$ cat src/cvt_pkg.sv
/*
 * Constants for the CRT/TV vertical timing and output control block:
 * register offsets, field positions, reset values and the line phase type.
 * Assumes an 8-bit register port with byte offsets and one 100 MHz clock.
 */
package cvt_pkg;

    // ------------------------------------------------------------
    // Port and field widths
    // ------------------------------------------------------------
    localparam int CVT_AW = 8;
    localparam int CVT_DW = 8;
    localparam int CVT_LINE_W = 10;
    localparam int CVT_HGT_HI_W = 2;
    localparam int CVT_VND_W = 7;
    localparam int CVT_VSS_W = 7;
    localparam int CVT_VSW_W = 3;
    localparam int CVT_IRQ_W = 3;

    // ------------------------------------------------------------
    // Register offsets
    // ------------------------------------------------------------
    localparam logic [7:0] CVT_HGT_LO_ADDR = 8'h56;
    localparam logic [7:0] CVT_HGT_HI_ADDR = 8'h57;
    localparam logic [7:0] CVT_VND_ADDR = 8'h58;
    localparam logic [7:0] CVT_VSS_ADDR = 8'h59;
    localparam logic [7:0] CVT_VSW_ADDR = 8'h5a;
    localparam logic [7:0] CVT_TVC_ADDR = 8'h5b;
    localparam logic [7:0] CVT_IRQ_STAT_ADDR = 8'h5c;
    localparam logic [7:0] CVT_IRQ_MASK_ADDR = 8'h5d;

    // ------------------------------------------------------------
    // Field positions
    // ------------------------------------------------------------
    localparam int CVT_VND_STAT_BIT = 7;
    localparam int CVT_VSW_POL_BIT = 7;
    localparam int CVT_TVC_CHROMA_BIT = 5;
    localparam int CVT_TVC_LUMA_BIT = 4;
    localparam int CVT_TVC_DAC_BIT = 3;
    localparam int CVT_TVC_SVID_BIT = 1;
    localparam int CVT_TVC_PAL_BIT = 0;
    localparam int CVT_IRQ_BLANK_BIT = 0;
    localparam int CVT_IRQ_SYNC_BIT = 1;
    localparam int CVT_IRQ_FRAME_BIT = 2;

    // ------------------------------------------------------------
    // Reset values
    // ------------------------------------------------------------
    localparam logic [7:0] CVT_REG_RST = 8'h00;
    localparam logic [9:0] CVT_LINE_RST = 10'h000;

    // Line phase of the frame
    typedef enum logic [0:0] {
        CVT_ACTIVE = 1'b0,
        CVT_BLANK = 1'b1
    } cvt_phase_t;

endpackage

$ cat src/cvt_line_counter.sv
/*
 * Frame line counter: walks the active lines, then the vertical
 * non-display lines, then wraps. Assumes line_tick_i is a one-cycle
 * pulse per line from horizontal timing on the same clock.
 */
`timescale 1ns/1ps
module cvt_line_counter (
    // Clock and reset
    input wire logic clock_i,
    input wire logic sys_rst_i,
    // Line rate enable
    input wire logic line_tick_i,
    // Programmed lengths
    input wire logic [cvt_pkg::CVT_LINE_W-1:0] act_height_i,
    input wire logic [cvt_pkg::CVT_VND_W-1:0] vnd_period_i,
    // Position and events
    output logic in_blank_o,
    output logic [cvt_pkg::CVT_LINE_W-1:0] line_idx_o,
    output logic blank_start_o,
    output logic frame_start_o
);
    import cvt_pkg::*;

    cvt_phase_t phase;
    logic [CVT_LINE_W-1:0] vnd_ext;
    logic last_line;

    // ------------------------------------------------------------
    // Phase and line count
    // ------------------------------------------------------------
    assign vnd_ext = {3'h0, vnd_period_i};
    // Greater-or-equal so a shrunk length mid-frame still wraps
    assign last_line = (phase == CVT_ACTIVE) ? (line_idx_o >= act_height_i)
                                             : (line_idx_o >= vnd_ext);

    // Line counter and phase sequencing
    always_ff @(posedge clock_i or posedge sys_rst_i) begin
        if (sys_rst_i) begin
            phase <= CVT_ACTIVE;
            line_idx_o <= CVT_LINE_RST;
        end else if (line_tick_i) begin
            if (last_line) begin
                line_idx_o <= CVT_LINE_RST;
                case (phase)
                    CVT_ACTIVE: phase <= CVT_BLANK;
                    CVT_BLANK: phase <= CVT_ACTIVE;
                    default: phase <= CVT_ACTIVE;
                endcase
            end else begin
                line_idx_o <= line_idx_o + 10'h001;
            end
        end
    end

    // Phase flag and one-cycle phase events
    always_ff @(posedge clock_i or posedge sys_rst_i) begin
        if (sys_rst_i) begin
            in_blank_o <= 1'b0;
            blank_start_o <= 1'b0;
            frame_start_o <= 1'b0;
        end else begin
            in_blank_o <= (phase == CVT_BLANK);
            blank_start_o <= line_tick_i && last_line &&
                             (phase == CVT_ACTIVE);
            frame_start_o <= line_tick_i && last_line &&
                             (phase == CVT_BLANK);
        end
    end

endmodule

$ cat src/cvt_vtiming.sv
/*
 * CRT/TV vertical timing and TV output control: register file, line
 * counter, vertical sync with polarity, blanking status and interrupt.
 * Assumes line_tick_i comes from horizontal timing on clock_i, and the
 * register master obeys the one-cycle strobe protocol.
 */
// Notes on behaviour
// - Active height is ten bits over two registers; lines equal value plus one.
// - Status bit 7 reads one during vertical non-display, zero when active.
// - Non-display period lasts the seven-bit field plus one lines.
// - Sync leading edge comes start field plus one lines into non-display.
// - Polarity bit one drives sync active high, zero drives it active low.
// - Sync stays active for width field plus one lines.
// - Control bit 5 enables the chrominance filter.
// - Control bit 4 enables the luminance filter.
// - Control bit 1 selects S-Video, zero selects composite.
// - Control bit 0 selects PAL, zero selects NTSC.
`timescale 1ns/1ps
module cvt_vtiming (
    // Clock and reset
    input wire logic clock_i,
    input wire logic sys_rst_i,
    // Register port
    input wire logic [cvt_pkg::CVT_AW-1:0] reg_addr_i,
    input wire logic [cvt_pkg::CVT_DW-1:0] reg_wdata_i,
    input wire logic reg_wr_i,
    input wire logic reg_rd_i,
    output logic [cvt_pkg::CVT_DW-1:0] reg_rdata_o,
    // Line rate enable from horizontal timing
    input wire logic line_tick_i,
    // Vertical timing outputs
    output logic vert_sync_o,
    output logic vblank_o,
    // TV output controls
    output logic chroma_filt_en_o,
    output logic luma_filt_en_o,
    output logic dac_level_sel_o,
    output logic svideo_sel_o,
    output logic pal_sel_o,
    // Interrupt
    output logic irq_o
);
    import cvt_pkg::*;

    // ------------------------------------------------------------
    // Declarations
    // ------------------------------------------------------------
    logic [7:0] hgt_lo;
    logic [CVT_HGT_HI_W-1:0] hgt_hi;
    logic [CVT_VND_W-1:0] vnd_period;
    logic [CVT_VSS_W-1:0] vsync_start;
    logic [CVT_VSW_W-1:0] vsync_width;
    logic vsync_pol;
    logic [CVT_IRQ_W-1:0] irq_stat;
    logic [CVT_IRQ_W-1:0] irq_mask;
    logic [CVT_IRQ_W-1:0] irq_evt;
    logic [CVT_LINE_W-1:0] act_height;
    logic [CVT_LINE_W-1:0] line_idx;
    logic [CVT_LINE_W-1:0] sync_first;
    logic [CVT_LINE_W-1:0] sync_end;
    logic in_blank;
    logic blank_start;
    logic frame_start;
    logic sync_act;
    logic next_sync_act;
    logic wr_hit_hgt_lo;
    logic wr_hit_hgt_hi;
    logic wr_hit_vnd;
    logic wr_hit_vss;
    logic wr_hit_vsw;
    logic wr_hit_tvc;
    logic [CVT_DW-1:0] next_rdata;

    // ------------------------------------------------------------
    // Write decode
    // ------------------------------------------------------------
    assign wr_hit_hgt_lo = reg_wr_i && (reg_addr_i == CVT_HGT_LO_ADDR);
    assign wr_hit_hgt_hi = reg_wr_i && (reg_addr_i == CVT_HGT_HI_ADDR);
    assign wr_hit_vnd = reg_wr_i && (reg_addr_i == CVT_VND_ADDR);
    assign wr_hit_vss = reg_wr_i && (reg_addr_i == CVT_VSS_ADDR);
    assign wr_hit_vsw = reg_wr_i && (reg_addr_i == CVT_VSW_ADDR);
    assign wr_hit_tvc = reg_wr_i && (reg_addr_i == CVT_TVC_ADDR);

    // ------------------------------------------------------------
    // Timing registers
    // ------------------------------------------------------------
    // Height halves written separately; the counter sees each half as soon as it is written
    always_ff @(posedge clock_i or posedge sys_rst_i) begin
        if (sys_rst_i) begin
            hgt_lo <= CVT_REG_RST;
            hgt_hi <= CVT_REG_RST[CVT_HGT_HI_W-1:0];
        end else begin
            if (wr_hit_hgt_lo) begin
                hgt_lo <= reg_wdata_i;
            end
            if (wr_hit_hgt_hi) begin
                hgt_hi <= reg_wdata_i[CVT_HGT_HI_W-1:0];
            end
        end
    end

    assign act_height = {hgt_hi, hgt_lo};

    // Non-display length; bit 7 is status and ignores writes
    always_ff @(posedge clock_i or posedge sys_rst_i) begin
        if (sys_rst_i) begin
            vnd_period <= CVT_REG_RST[CVT_VND_W-1:0];
        end else if (wr_hit_vnd) begin
            vnd_period <= reg_wdata_i[CVT_VND_W-1:0];
        end
    end

    // Sync start, width and polarity
    always_ff @(posedge clock_i or posedge sys_rst_i) begin
        if (sys_rst_i) begin
            vsync_start <= CVT_REG_RST[CVT_VSS_W-1:0];
            vsync_width <= CVT_REG_RST[CVT_VSW_W-1:0];
            vsync_pol <= 1'b0;
        end else begin
            if (wr_hit_vss) begin
                vsync_start <= reg_wdata_i[CVT_VSS_W-1:0];
            end
            if (wr_hit_vsw) begin
                vsync_width <= reg_wdata_i[CVT_VSW_W-1:0];
                vsync_pol <= reg_wdata_i[CVT_VSW_POL_BIT];
            end
        end
    end

    // ------------------------------------------------------------
    // TV output control register
    // ------------------------------------------------------------
    // The output pins are these flip-flops; no extra stage of delay
    always_ff @(posedge clock_i or posedge sys_rst_i) begin
        if (sys_rst_i) begin
            chroma_filt_en_o <= 1'b0;
            luma_filt_en_o <= 1'b0;
            dac_level_sel_o <= 1'b0;
            svideo_sel_o <= 1'b0;
            pal_sel_o <= 1'b0;
        end else if (wr_hit_tvc) begin
            chroma_filt_en_o <= reg_wdata_i[CVT_TVC_CHROMA_BIT];
            luma_filt_en_o <= reg_wdata_i[CVT_TVC_LUMA_BIT];
            dac_level_sel_o <= reg_wdata_i[CVT_TVC_DAC_BIT];
            svideo_sel_o <= reg_wdata_i[CVT_TVC_SVID_BIT];
            pal_sel_o <= reg_wdata_i[CVT_TVC_PAL_BIT];
        end
    end

    // ------------------------------------------------------------
    // Line counter
    // ------------------------------------------------------------
    cvt_line_counter u_line_counter (
        .clock_i(clock_i),
        .sys_rst_i(sys_rst_i),
        .line_tick_i(line_tick_i),
        .act_height_i(act_height),
        .vnd_period_i(vnd_period),
        .in_blank_o(in_blank),
        .line_idx_o(line_idx),
        .blank_start_o(blank_start),
        .frame_start_o(frame_start)
    );

    // ------------------------------------------------------------
    // Vertical sync
    // ------------------------------------------------------------
    // Window within non-display, counted from its first line as zero
    assign sync_first = {3'h0, vsync_start} + 10'h001;
    assign sync_end = sync_first + {7'h00, vsync_width} + 10'h001;
    // Sync is cut by frame start if software breaks the sum limit
    assign next_sync_act = in_blank && (line_idx >= sync_first) &&
                           (line_idx < sync_end);

    // Internal active-high sync and polarised pin
    always_ff @(posedge clock_i or posedge sys_rst_i) begin
        if (sys_rst_i) begin
            sync_act <= 1'b0;
            vert_sync_o <= 1'b1;
        end else begin
            sync_act <= next_sync_act;
            vert_sync_o <= next_sync_act ~^ vsync_pol;
        end
    end

    // Blanking level for downstream pipelines
    always_ff @(posedge clock_i or posedge sys_rst_i) begin
        if (sys_rst_i) begin
            vblank_o <= 1'b0;
        end else begin
            vblank_o <= in_blank;
        end
    end

    // ------------------------------------------------------------
    // Interrupt
    // ------------------------------------------------------------
    assign irq_evt[CVT_IRQ_BLANK_BIT] = blank_start;
    assign irq_evt[CVT_IRQ_SYNC_BIT] = next_sync_act && !sync_act;
    assign irq_evt[CVT_IRQ_FRAME_BIT] = frame_start;

    // Sticky status, write one to clear; a new event wins the clear
    always_ff @(posedge clock_i or posedge sys_rst_i) begin
        if (sys_rst_i) begin
            irq_stat <= CVT_REG_RST[CVT_IRQ_W-1:0];
        end else begin
            for (int i = 0; i < CVT_IRQ_W; i++) begin
                if (irq_evt[i]) begin
                    irq_stat[i] <= 1'b1;
                end else if (reg_wr_i && reg_wdata_i[i] &&
                             (reg_addr_i == CVT_IRQ_STAT_ADDR)) begin
                    irq_stat[i] <= 1'b0;
                end
            end
        end
    end

    // Mask register and level output
    always_ff @(posedge clock_i or posedge sys_rst_i) begin
        if (sys_rst_i) begin
            irq_mask <= CVT_REG_RST[CVT_IRQ_W-1:0];
            irq_o <= 1'b0;
        end else begin
            if (reg_wr_i && (reg_addr_i == CVT_IRQ_MASK_ADDR)) begin
                irq_mask <= reg_wdata_i[CVT_IRQ_W-1:0];
            end
            irq_o <= |(irq_stat & irq_mask);
        end
    end

    // ------------------------------------------------------------
    // Read path
    // ------------------------------------------------------------
    // Unmapped offsets and reserved bits read as zero
    always_comb begin
        next_rdata = 8'h00;
        case (reg_addr_i)
            CVT_HGT_LO_ADDR: next_rdata = hgt_lo;
            CVT_HGT_HI_ADDR: next_rdata = {6'h00, hgt_hi};
            CVT_VND_ADDR: next_rdata = {in_blank, vnd_period};
            CVT_VSS_ADDR: next_rdata = {1'b0, vsync_start};
            CVT_VSW_ADDR: next_rdata = {vsync_pol, 4'h0, vsync_width};
            CVT_TVC_ADDR: next_rdata = {2'h0, chroma_filt_en_o,
                                        luma_filt_en_o, dac_level_sel_o,
                                        1'b0, svideo_sel_o, pal_sel_o};
            CVT_IRQ_STAT_ADDR: next_rdata = {5'h00, irq_stat};
            CVT_IRQ_MASK_ADDR: next_rdata = {5'h00, irq_mask};
            default: next_rdata = 8'h00;
        endcase
    end

    // Data stand only in the cycle after the read strobe
    always_ff @(posedge clock_i or posedge sys_rst_i) begin
        if (sys_rst_i) begin
            reg_rdata_o <= 8'h00;
        end else if (reg_rd_i) begin
            reg_rdata_o <= next_rdata;
        end else begin
            reg_rdata_o <= 8'h00;
        end
    end
endmodule

$ cat config.mk
export PLATFORM = sky130hd
export DESIGN_NAME = cvt_vtiming
export DESIGN_NICKNAME = d
export VERILOG_FILES = /design/src/cvt_pkg.sv /design/src/cvt_line_counter.sv /design/src/cvt_vtiming.sv
export SDC_FILE = /design/constraint.sdc
export NUM_CORES = 1
export LEC_CHECK = 0
export BUFFER_PORTS_ARGS = -buffer_cell sky130_fd_sc_hd__buf_2
export CAP_MARGIN = 20
export CORE_ASPECT_RATIO = 1.5
export CORE_UTILIZATION = 35
export CTS_BUF_LIST = sky130_fd_sc_hd__clkbuf_4 sky130_fd_sc_hd__clkbuf_8
export DETAILED_ROUTE_END_ITERATION = 8
export GPL_ROUTABILITY_DRIVEN = 0
export GPL_TIMING_DRIVEN = 0
export PLACE_DENSITY_LB_ADDON = 0.25
export SLEW_MARGIN = 10
export SYNTH_ARGS = -nofsm -noshare
export SYNTH_HDL_FRONTEND = slang
export SYNTH_SLANG_ARGS = --single-unit
$ cat constraint.sdc
create_clock -name clock_i -period 4.45 [get_ports clock_i]
set_input_delay 0.2225 -clock clock_i [delete_from_list [all_inputs] [get_ports clock_i]]
set_output_delay 0.2225 -clock clock_i [all_outputs]
set_load 0.03 [all_outputs]
==> parameters.txt, run 1 <==
Parameter                              Value

Clocking
  TritonCTS buffer count    9
  Post-CTS Hold Fix Bufs    0
  Clock latency on the worst-skew pair    between 300 and 400 ps
  CTS clock-pin slew for the worst setup and hold paths    about 70 ps
  Library cell used as clock root buffer    sky130_fd_sc_hd__clkbuf_8
  Setup Fix Bufs, Post-CTS    0
  Number of H-tree levels    3
  CTS sink cnt    65
  Number of buffers on the longest clock path    2
  CTS tree    built
  Resized Gates After CTS    0

Critical path
  Max Fanout on Critical Path    7
  Worst setup slack for register-to-register paths    between 1000 and 1500 ps
  Critical path required time    approximately 4800 ps
  Critical Path Source Type    flip-flop
  Startpoint-to-endpoint class of the critical path    flip-flop to flip-flop
  Critical path launch point    vsync_start[0]$_DFFE_PP0P_
  Data arrival time of the critical path    roughly 3700 ps
  R2R Path Start    vsync_start[0]$_DFFE_PP0P_
  Critical Path End Type    flip-flop

Layout
  Share of cells above drive strength 1    0.228
  Core occupancy in the finished layout    0.417
  Finished Cell Area    between 4000 and 5000 µm²
  Antenna diode count    0
  Post-synthesis to final-layout area growth    14.4%
  Total Nets Final    between 400 and 500

Logic synthesis
  Post-synth EDFFs    0
  Net Count, Synth    approximately 430
  Fraction of the yosys area taken by sequential cells    0.417
  Async S/R FF share, synth    1.00
  Cell types occupying the most area after synthesis    sky130_fd_sc_hd__dfrtp_1 41%, sky130_fd_sc_hd__ha_1 12%, sky130_fd_sc_hd__mux2_2 6.3%, sky130_fd_sc_hd__inv_1 2.9%, sky130_fd_sc_hd__mux2_4 2.7%
  Count of state elements after synthesis    65
  Primary FF master, synth    sky130_fd_sc_hd__dfrtp_1
  Yosys warns    0
  Netlist area before placement    roughly 4000 µm²
  Most instantiated library cell after synthesis    sky130_fd_sc_hd__dfrtp_1
  Cell taking the most area after synthesis    sky130_fd_sc_hd__dfrtp_1
  Average cell area after synthesis    10.7 µm²
  Post-synth top cells    64 x sky130_fd_sc_hd__dfrtp_1, 38 x sky130_fd_sc_hd__ha_1, 30 x sky130_fd_sc_hd__inv_1
  Number of distinct library cells after synthesis    approximately 60
  Synthesized instance count    around 370
  Share of the synthesized area in the top cell type    0.410

Pwr
  Largest voltage drop on the vdd net    around 0.14 mV
  Final Total Pwr    approximately 0.0017 W
  Cell Pwr Density    roughly 370 nW/µm²
  Leakage power total    approximately 2.2 nW

Detailed routing
  Routed wire per std cell    17.0 µm
  DRC marker count from the first detailed-route iteration    between 100 and 150
  DRC    0
  Average via count per standard cell    between 5 and 6
  Post-detailed-route count of antenna-violating nets    0
  Total wire length after detailed routing    roughly 9.5 mm
  Initial DRT Pass Iterations    4
  Total vias in the final route    2893

Floorplan
  Initial core utilization    0.365
  Floorplan die width    88.2 µm
  Cell Rows    46
  Chip height    roughly 130 µm
  Core outline area    around 11000 µm²
  DIE AREA    ~12000 µm²
  Boundary pin count    37

Placed design
  Input/output buffers    31
  Estimated wirelength of the detail-placed design    between 7 and 8 mm
  Cell Area, Placed    between 4000 and 5000 µm²

Timing
  Post-Route Setup TNS    0 ps
  Count of final hold-check violations    2
  Slew @ Worst Pin    roughly 800 ps
  Peak clock frequency supported by timing    298 MHz
  Max Clock Skew    between 10 and 15 ps
  Relative slew slack    0.467
  RSZ-0062 raised after global routing    no
  Fin crit period    3350 ps
  Part of the cycle the worst path needs    0.753
  Number of slew-limit violations in the final report    0
  Final hold slack    -0.741 ps
  Count of final setup violators    0

Global routing
  GRT Total Usage    0.179
  Residual overflow from global routing    0
  Largest net degree at the start of global routing    66
  Via count of the first global-routing pass    approximately 2900
  First-pass GRT wire length    between 15 and 20 mm
  Initial antenna violation count    0

Outcome
  Status    finished, violations left
  Violated checks    hold timing

Min path
  Kind of path behind the tightest hold check    primary input to asynchronous set/reset pin

Run
  Total of max-cap violations    0
==> through the flow <==
step	setup WS, ps	instances
detailed placement	1040	541
CTS	1010	557
floorplan	1630	366
global route	864	557
finish	1100	557
global placement	1080	541
==> layout make-up <==
class / count / area [µm²]
Fill cell: 1068 / 6240
Inverter: 31 / 119
Clock inverter: 3 / 65.1
Clock buffer: 13 / 160
Buffer: 10 / 53.8
Sequential cell: 65 / 1630
Multi-Input combinational cell: 260 / 2110
Timing Repair Buffer: 31 / 155
Tap cell: 144 / 180
==> worst paths after layout <==
kind / to / cells past startpoint
setup reg to reg: irq_stat[1]$_DFFE_PP0P_ / 13
min in group clock_i: hgt_lo[7]$_DFFE_PP0P_ / 3
hold / removal: reg_rdata_o[1]$_DFF_PP0_ / 2
setup / recovery: irq_stat[1]$_DFFE_PP0P_ / 13
max in group asynchronous: vsync_start[3]$_DFFE_PP0P_ / 2
hold reg to reg: irq_stat[0]$_DFFE_PP0P_ / 1
==> layer usage <==
metal | global-route usage | part of all wire
met3 | 0.0396 | 0.032
met5 | 0 | 0
met4 | 0.0833 | 0.027
met1 | 0.206 | 0.40
met2 | 0.308 | 0.54
==> sequential cells by signal, summed over array words and instances, names as in the netlist, 2 cells and up <==
| name | count |
|---|---|
| hgt_hi | 2 |
| hgt_lo | 8 |
| irq_mask | 3 |
| irq_stat | 3 |
| reg_rdata_o | 8 |
| u_line_counter.line_idx_o | 10 |
| vnd_period | 7 |
| vsync_start | 7 |
| vsync_width | 3 |
==> worst max-delay path, stage by stage, from the launching register on <==
cell,delay (ps)
sky130_fd_sc_hd__dfrtp_1,470
sky130_fd_sc_hd__ha_1,380
sky130_fd_sc_hd__ha_1,290
sky130_fd_sc_hd__a21o_1,160
sky130_fd_sc_hd__a21oi_1,220
sky130_fd_sc_hd__nor3_1,110
sky130_fd_sc_hd__xor2_1,170
sky130_fd_sc_hd__ha_1,320
sky130_fd_sc_hd__nand3_1,100
sky130_fd_sc_hd__a21oi_1,50
sky130_fd_sc_hd__a211oi_1,300
sky130_fd_sc_hd__o2111ai_1,170
sky130_fd_sc_hd__a21oi_1,350
sky130_fd_sc_hd__a22o_1,210
==> cell families (layout without fill, tap and decap cells) <==
| group | after synthesis | in the layout | synth area share |
|---|---|---|---|
| buffers and inverters | 41 | 88 | 0.0436 |
| and+or+nand+nor | 100 | 100 | 0.134 |
| other | 1 | 1 | 0.000960 |
| DFF | 65 | 65 | 0.417 |
| muxes | 39 | 39 | 0.126 |
| adders and majority gates | 39 | 39 | 0.127 |
| AOI/OAI and AO/OA | 64 | 64 | 0.114 |
| xor gates and xnor gates | 17 | 17 | 0.0381 |
==> report_power, final <==
group | switching [W] | internal [W] | total (W)
sequential | 0.0000815 | 0.000633 | 0.000714
clock | 0.000240 | 0.000349 | 0.000589
combinational | 0.000200 | 0.000168 | 0.000368
total | 0.000522 | 0.00115 | 0.00167
==> placed cells by master (no fill, tap or decap), drive strengths merged, types with 2 or more instances in the layout <==
cell type / synthesis / layout
nor3: 7 / 7
nand4: 3 / 3
clkbuf: 3 / 16
a221oi: 3 / 3
a2111oi: 2 / 2
mux4: 3 / 3
and3: 4 / 4
a21o: 5 / 5
xnor2: 7 / 7
o22ai: 2 / 2
o211ai: 4 / 4
nor4: 5 / 5
nand3: 8 / 8
o21a: 3 / 3
nor3b: 2 / 2
nor2: 27 / 27
a22oi: 2 / 2
a21oi: 12 / 12
nand3b: 2 / 2
dfrtp: 64 / 64
o2111ai: 2 / 2
a211oi: 5 / 5
mux2i: 7 / 7
bufinv: 0 / 2
nand2b: 4 / 4
inv: 31 / 31
o21ai: 16 / 16
nand2: 29 / 29
buf: 7 / 38
mux2: 29 / 29
xor2: 10 / 10
ha: 38 / 38
No activity file was read; power rests on OpenSTA's default activity.
==> run 2: changes to the inputs <==
--- a/config.mk
+++ b/config.mk
@@ -5,6 +5,7 @@
 export SDC_FILE = /design/constraint.sdc
 export NUM_CORES = 1
 export LEC_CHECK = 0
+export ABC_AREA = 1
 export BUFFER_PORTS_ARGS = -buffer_cell sky130_fd_sc_hd__buf_2
 export CAP_MARGIN = 20
 export CORE_ASPECT_RATIO = 1.5
==> constraint.sdc (replaced) <==
create_clock -name clock_i -period 2.9 [get_ports clock_i]
set_input_delay 0.145 -clock clock_i [delete_from_list [all_inputs] [get_ports clock_i]]
set_output_delay 0.145 -clock clock_i [all_outputs]
set_load 0.03 [all_outputs]
==> run 2 against run 1 <==
  * The flow now finishes without violations
  * Register-to-register slack lost 960 ps
  * Core utilization up 0.77 points
  * Area after synthesis increased by 6.4%
  * Sequential cell count is the same
  * Clock skew increased by 0.83 ps
  * Maximum frequency grew 21%
  * Total power is 46% higher
  * Clock power is 30% higher
  * Sequential power grew 50%
  * Critical path depth grew 5
  * Largest power group unchanged
==> parameters.txt, run 2 <==
Parameter                              Value

Pwr
  Leakage power total    2.66 nW (+21%)
  Sw Ratio    0.342 (+0.0298)
  Clock group share of total power    0.315 (-0.037)
  Cell Pwr Density    497 nW/µm² (+33%)
  Largest voltage drop on the vdd net    0.207 mV (+44%)
  Gate power share    0.244 (+0.024)
  Net Sw Power    0.000833 W (+60%)
  Sequential cell fraction of total power    0.440 (+0.013)
  Internal power consumption    0.00160 W (+39%)

Detailed routing
  Total wire length after detailed routing    10.6 mm (+11%)
  Post-detailed-route count of antenna-violating nets    0 (unchanged)
  Average via count per standard cell    4.68 (-9.8%)
  DRC    0 (unchanged)
  Routed wire per std cell    13.8 µm (-19%)
  Total vias in the final route    3583 (+24%)
  DRC marker count from the first detailed-route iteration    188 (+48%)
  Initial DRT Pass Iterations    4 (unchanged)

Layout
  Core occupancy in the finished layout    0.425 (+0.00765)
  Antenna diode count    0 (unchanged)
  Post-synthesis to final-layout area growth    17.9%
  Flip-flop count of the largest register after layout    10 (unchanged)
  Register with the highest flop count    u_line_counter.line_idx_o
  Share of cells above drive strength 1    0.159 (-0.0683)
  Fill cell total of the finished layout    1198 (+12%)
  Top library cells by usage in the layout, fill and taps aside    163 x sky130_fd_sc_hd__nand2_1, 91 x sky130_fd_sc_hd__inv_1, 63 x sky130_fd_sc_hd__dfrtp_1
  Commonest non-fill, non-tap cell in the layout    sky130_fd_sc_hd__nand2_1
  Largest registers    u_line_counter.line_idx_o: 10 flops, hgt_lo: 8 flops, reg_rdata_o: 8 flops
  Total Nets Final    671 (+43%)

Logic synthesis
  Async S/R FF share, synth    1.00 (unchanged)
  Average cell area after synthesis    7.49 µm² (-30%)
  Cell taking the most area after synthesis    sky130_fd_sc_hd__dfrtp_1
  Primary FF master, synth    sky130_fd_sc_hd__dfrtp_1
  Most instantiated library cell after synthesis    sky130_fd_sc_hd__nand2_1
  Post-synth top cells    164 x sky130_fd_sc_hd__nand2_1, 92 x sky130_fd_sc_hd__inv_1, 64 x sky130_fd_sc_hd__dfrtp_1
  Fraction of the yosys area taken by sequential cells    0.392 (-0.0252)
  Cell types occupying the most area after synthesis    sky130_fd_sc_hd__dfrtp_1 39%, sky130_fd_sc_hd__nand2_1 15%, sky130_fd_sc_hd__ha_1 11%, sky130_fd_sc_hd__inv_1 8.3%, sky130_fd_sc_hd__nor2_1 4.5%
  Post-synth EDFFs    0 (unchanged)
  Count of state elements after synthesis    65 (unchanged)
  Yosys warns    0 (unchanged)
  Number of distinct library cells after synthesis    32 (-48%)
  Net Count, Synth    615 (+44%)
  Share of the synthesized area in the top cell type    0.385 (-0.0248)
  Synthesized instance count    555 (+52%)
  Netlist area before placement    4160 µm² (+6.4%)

Clocking
  CTS sink cnt    65 (unchanged)
  Number of buffers on the longest clock path    2 (unchanged)
  Number of H-tree levels    3 (unchanged)
  TritonCTS buffer count    9 (unchanged)
  CTS tree    built
  Clock latency on the worst-skew pair    350 ps (-20 ps)
  Library cell used as clock root buffer    sky130_fd_sc_hd__clkbuf_8
  CTS clock-pin slew for the worst setup and hold paths    80 ps (about the same)

Critical path
  Critical Path End Type    flip-flop
  Worst Reg2Reg Path Length in Cells    18 (+5)
  Worst setup slack for register-to-register paths    130 ps (-960 ps)
  Max Fanout on Critical Path    3 (-4)
  Worst R2R End    vert_sync_o$_DFF_PP1_
  Critical path required time    3180 ps (-1570 ps)
  R2R Path Start    vsync_start[1]$_DFFE_PP0P_
  Startpoint-to-endpoint class of the critical path    flip-flop to flip-flop
  Critical Path Source Type    flip-flop
  Data arrival time of the critical path    3040 ps (-610 ps)

Placed design
  Worst setup slack after placement    -202 ps (-1240 ps)
  Input/output buffers    34 (+9.7%)
  Estimated wirelength of the detail-placed design    8.07 mm (+9.7%)

Global routing
  Largest net degree at the start of global routing    52 (-21%)
  Via count of the first global-routing pass    3487 (+22%)
  Residual overflow from global routing    0 (unchanged)
  Initial antenna violation count    0 (unchanged)
  First-pass GRT wire length    17.3 mm (+13%)
  GRT Total Usage    0.184 (+0.00447)

Min path
  Depth of the worst hold-timing path    3
  Kind of path behind the tightest hold check    primary input to flip-flop
  Worst min-delay path startpoint    reg_rd_i
  Sink of the worst hold path    reg_rdata_o[6]$_DFF_PP0_

Floorplan
  Initial core utilization    0.360 (-0.00431)
  Boundary pin count    37 (unchanged)
  Cell Rows    48 (+4.3%)
  Core outline area    11500 µm² (+7.7%)
  Chip height    135 µm (+3.1%)
  Floorplan die width    91.0 µm (+3.1%)
  DIE AREA    12300 µm² (+6.3%)

Timing
  Peak clock frequency supported by timing    362 MHz (+21%)
  Fin worst setup slack    134 ps (-963 ps)
  Max Clock Skew    13.0 ps (+0.834 ps)
  Count of final setup violators    0 (unchanged)
  Number of slew-limit violations in the final report    0 (unchanged)
  Final hold slack    71.9 ps (+72.7 ps)
  Part of the cycle the worst path needs    0.954 (+0.200)
  Count of final hold-check violations    0 (-2)
  Fin crit period    2770 ps (-587 ps)

Run
  Total of max-cap violations    0 (unchanged)

Outcome
  Status    finished, final reports clean
[run 2: cell types whose count changed in the layout (fill, tap and decap cells not counted), sizes merged, moves of 5 or more]
cell,before,now
a211oi,5,0
buf,38,50
clkbuf,16,10
inv,31,95
mux2,29,0
mux2i,7,0
nand2,29,171
nand3,8,36
nor2,27,52
o21ai,16,50
xnor2,7,2
[run 2: area by class of cell]
| type | count | area [µm²] | share of cell area |
|---|---|---|---|
| flip-flops and latches | 65 | 1630 | 0.332 |
| well taps | 150 | 188 | 0.0383 |
| multi-input cells | 390 | 2220 | 0.453 |
| plain buffers | 6 | 45.0 | 0.00919 |
| clock buffers | 10 | 131 | 0.0268 |
| inverters | 94 | 355 | 0.0725 |
| repair buffers | 45 | 275 | 0.0562 |
| clock inverters | 5 | 56.3 | 0.0115 |
[run 2: what timing repair did]
action / in CTS / in global routing
endpoints found under the hold margin: 14 / 0
setup buffers: 6 / 3
gates cloned: 0 / 0
endpoints found under the setup margin: 3 / 3
pin swaps: 4 / 11
gates resized for setup: 5 / 11
hold buffers: 1 / 0
[run 2: through the flow]
step	power [W]	cell area [µm²]	std cells	setup TNS (ps)
finish	0.00244	4900	765	0
global route	0.00260	4900	765	-13.1
CTS	0.00247	4800	762	0
detailed placement	0.00167	4540	740	-492
global placement	0.00165	4510	739	-407
floorplan	0.00148	4160	555	0
[run 2: power groups by stage]
| stage | clock (W) | combinational (W) | sequential [W] |
|---|---|---|---|
| 3_5_place_dp | 0 | 0.000580 | 0.00109 |
| 6_report | 0.000768 | 0.000595 | 0.00107 |
| 5_1_grt | 0.000820 | 0.000701 | 0.00108 |
| 3_3_place_gp | 0 | 0.000559 | 0.00109 |
| 4_1_cts | 0.000796 | 0.000595 | 0.00108 |
| 2_1_floorplan | 0 | 0.000384 | 0.00109 |
[run 2: worst max-delay path by stage]
| stage | startpoint | end | slack, ps | cells past startpoint |
|---|---|---|---|---|
| 4_1_cts | vsync_start[0]$_DFFE_PP0P_ | vert_sync_o$_DFF_PP1_ | 10 | 16 |
| 5_1_grt | vsync_start[1]$_DFFE_PP0P_ | vert_sync_o$_DFF_PP1_ | -10 | 16 |
| 3_3_place_gp | vsync_start[0]$_DFFE_PP0P_ | vert_sync_o$_DFF_PP1_ | -170 | 16 |
| 3_5_place_dp | vsync_start[0]$_DFFE_PP0P_ | vert_sync_o$_DFF_PP1_ | -200 | 16 |
| 6_report | vsync_start[1]$_DFFE_PP0P_ | vert_sync_o$_DFF_PP1_ | 130 | 18 |
| 2_1_floorplan | vsync_start[0]$_DFFE_PP0P_ | vert_sync_o$_DFF_PP1_ | 200 | 16 |
[run 2: cell families (layout without fill, tap and decap cells)]
| family | Yosys count | after routing | synth area share |
|---|---|---|---|
| simple gates | 274 | 274 | 0.281 |
| compound gates | 64 | 64 | 0.0864 |
| other cells | 1 | 1 | 0.000902 |
| fa+ha+maj | 39 | 39 | 0.119 |
| xor+xnor | 12 | 12 | 0.0253 |
| flops | 65 | 65 | 0.392 |
| buf+inv | 100 | 160 | 0.0957 |
[run 2: routing by layer]
metal,vias to the layer above,GRT usage,wire [µm]
met2,51,0.344,5700
met1,1650,0.200,4250
met3,26,0.0281,250
met5,-,0,0
li1,1856,-,-
met4,0,0.0917,374
[run 2: worst max-delay path: stages (launching register included)]
cell and delay [ps]:
sky130_fd_sc_hd__dfrtp_1 430, sky130_fd_sc_hd__ha_4 200, sky130_fd_sc_hd__xor2_4 160, sky130_fd_sc_hd__ha_4 310
sky130_fd_sc_hd__a21oi_4 60, sky130_fd_sc_hd__buf_4 130, sky130_fd_sc_hd__buf_4 120, sky130_fd_sc_hd__buf_4 120
sky130_fd_sc_hd__nand3_1 70, sky130_fd_sc_hd__nand2_1 80, sky130_fd_sc_hd__ha_1 290, sky130_fd_sc_hd__nand2_1 60
sky130_fd_sc_hd__a21oi_1 60, sky130_fd_sc_hd__nor2_1 100, sky130_fd_sc_hd__nand2_1 80, sky130_fd_sc_hd__a21oi_2 220
sky130_fd_sc_hd__nand2_1 90, sky130_fd_sc_hd__nand2_1 70, sky130_fd_sc_hd__nand2_1 50
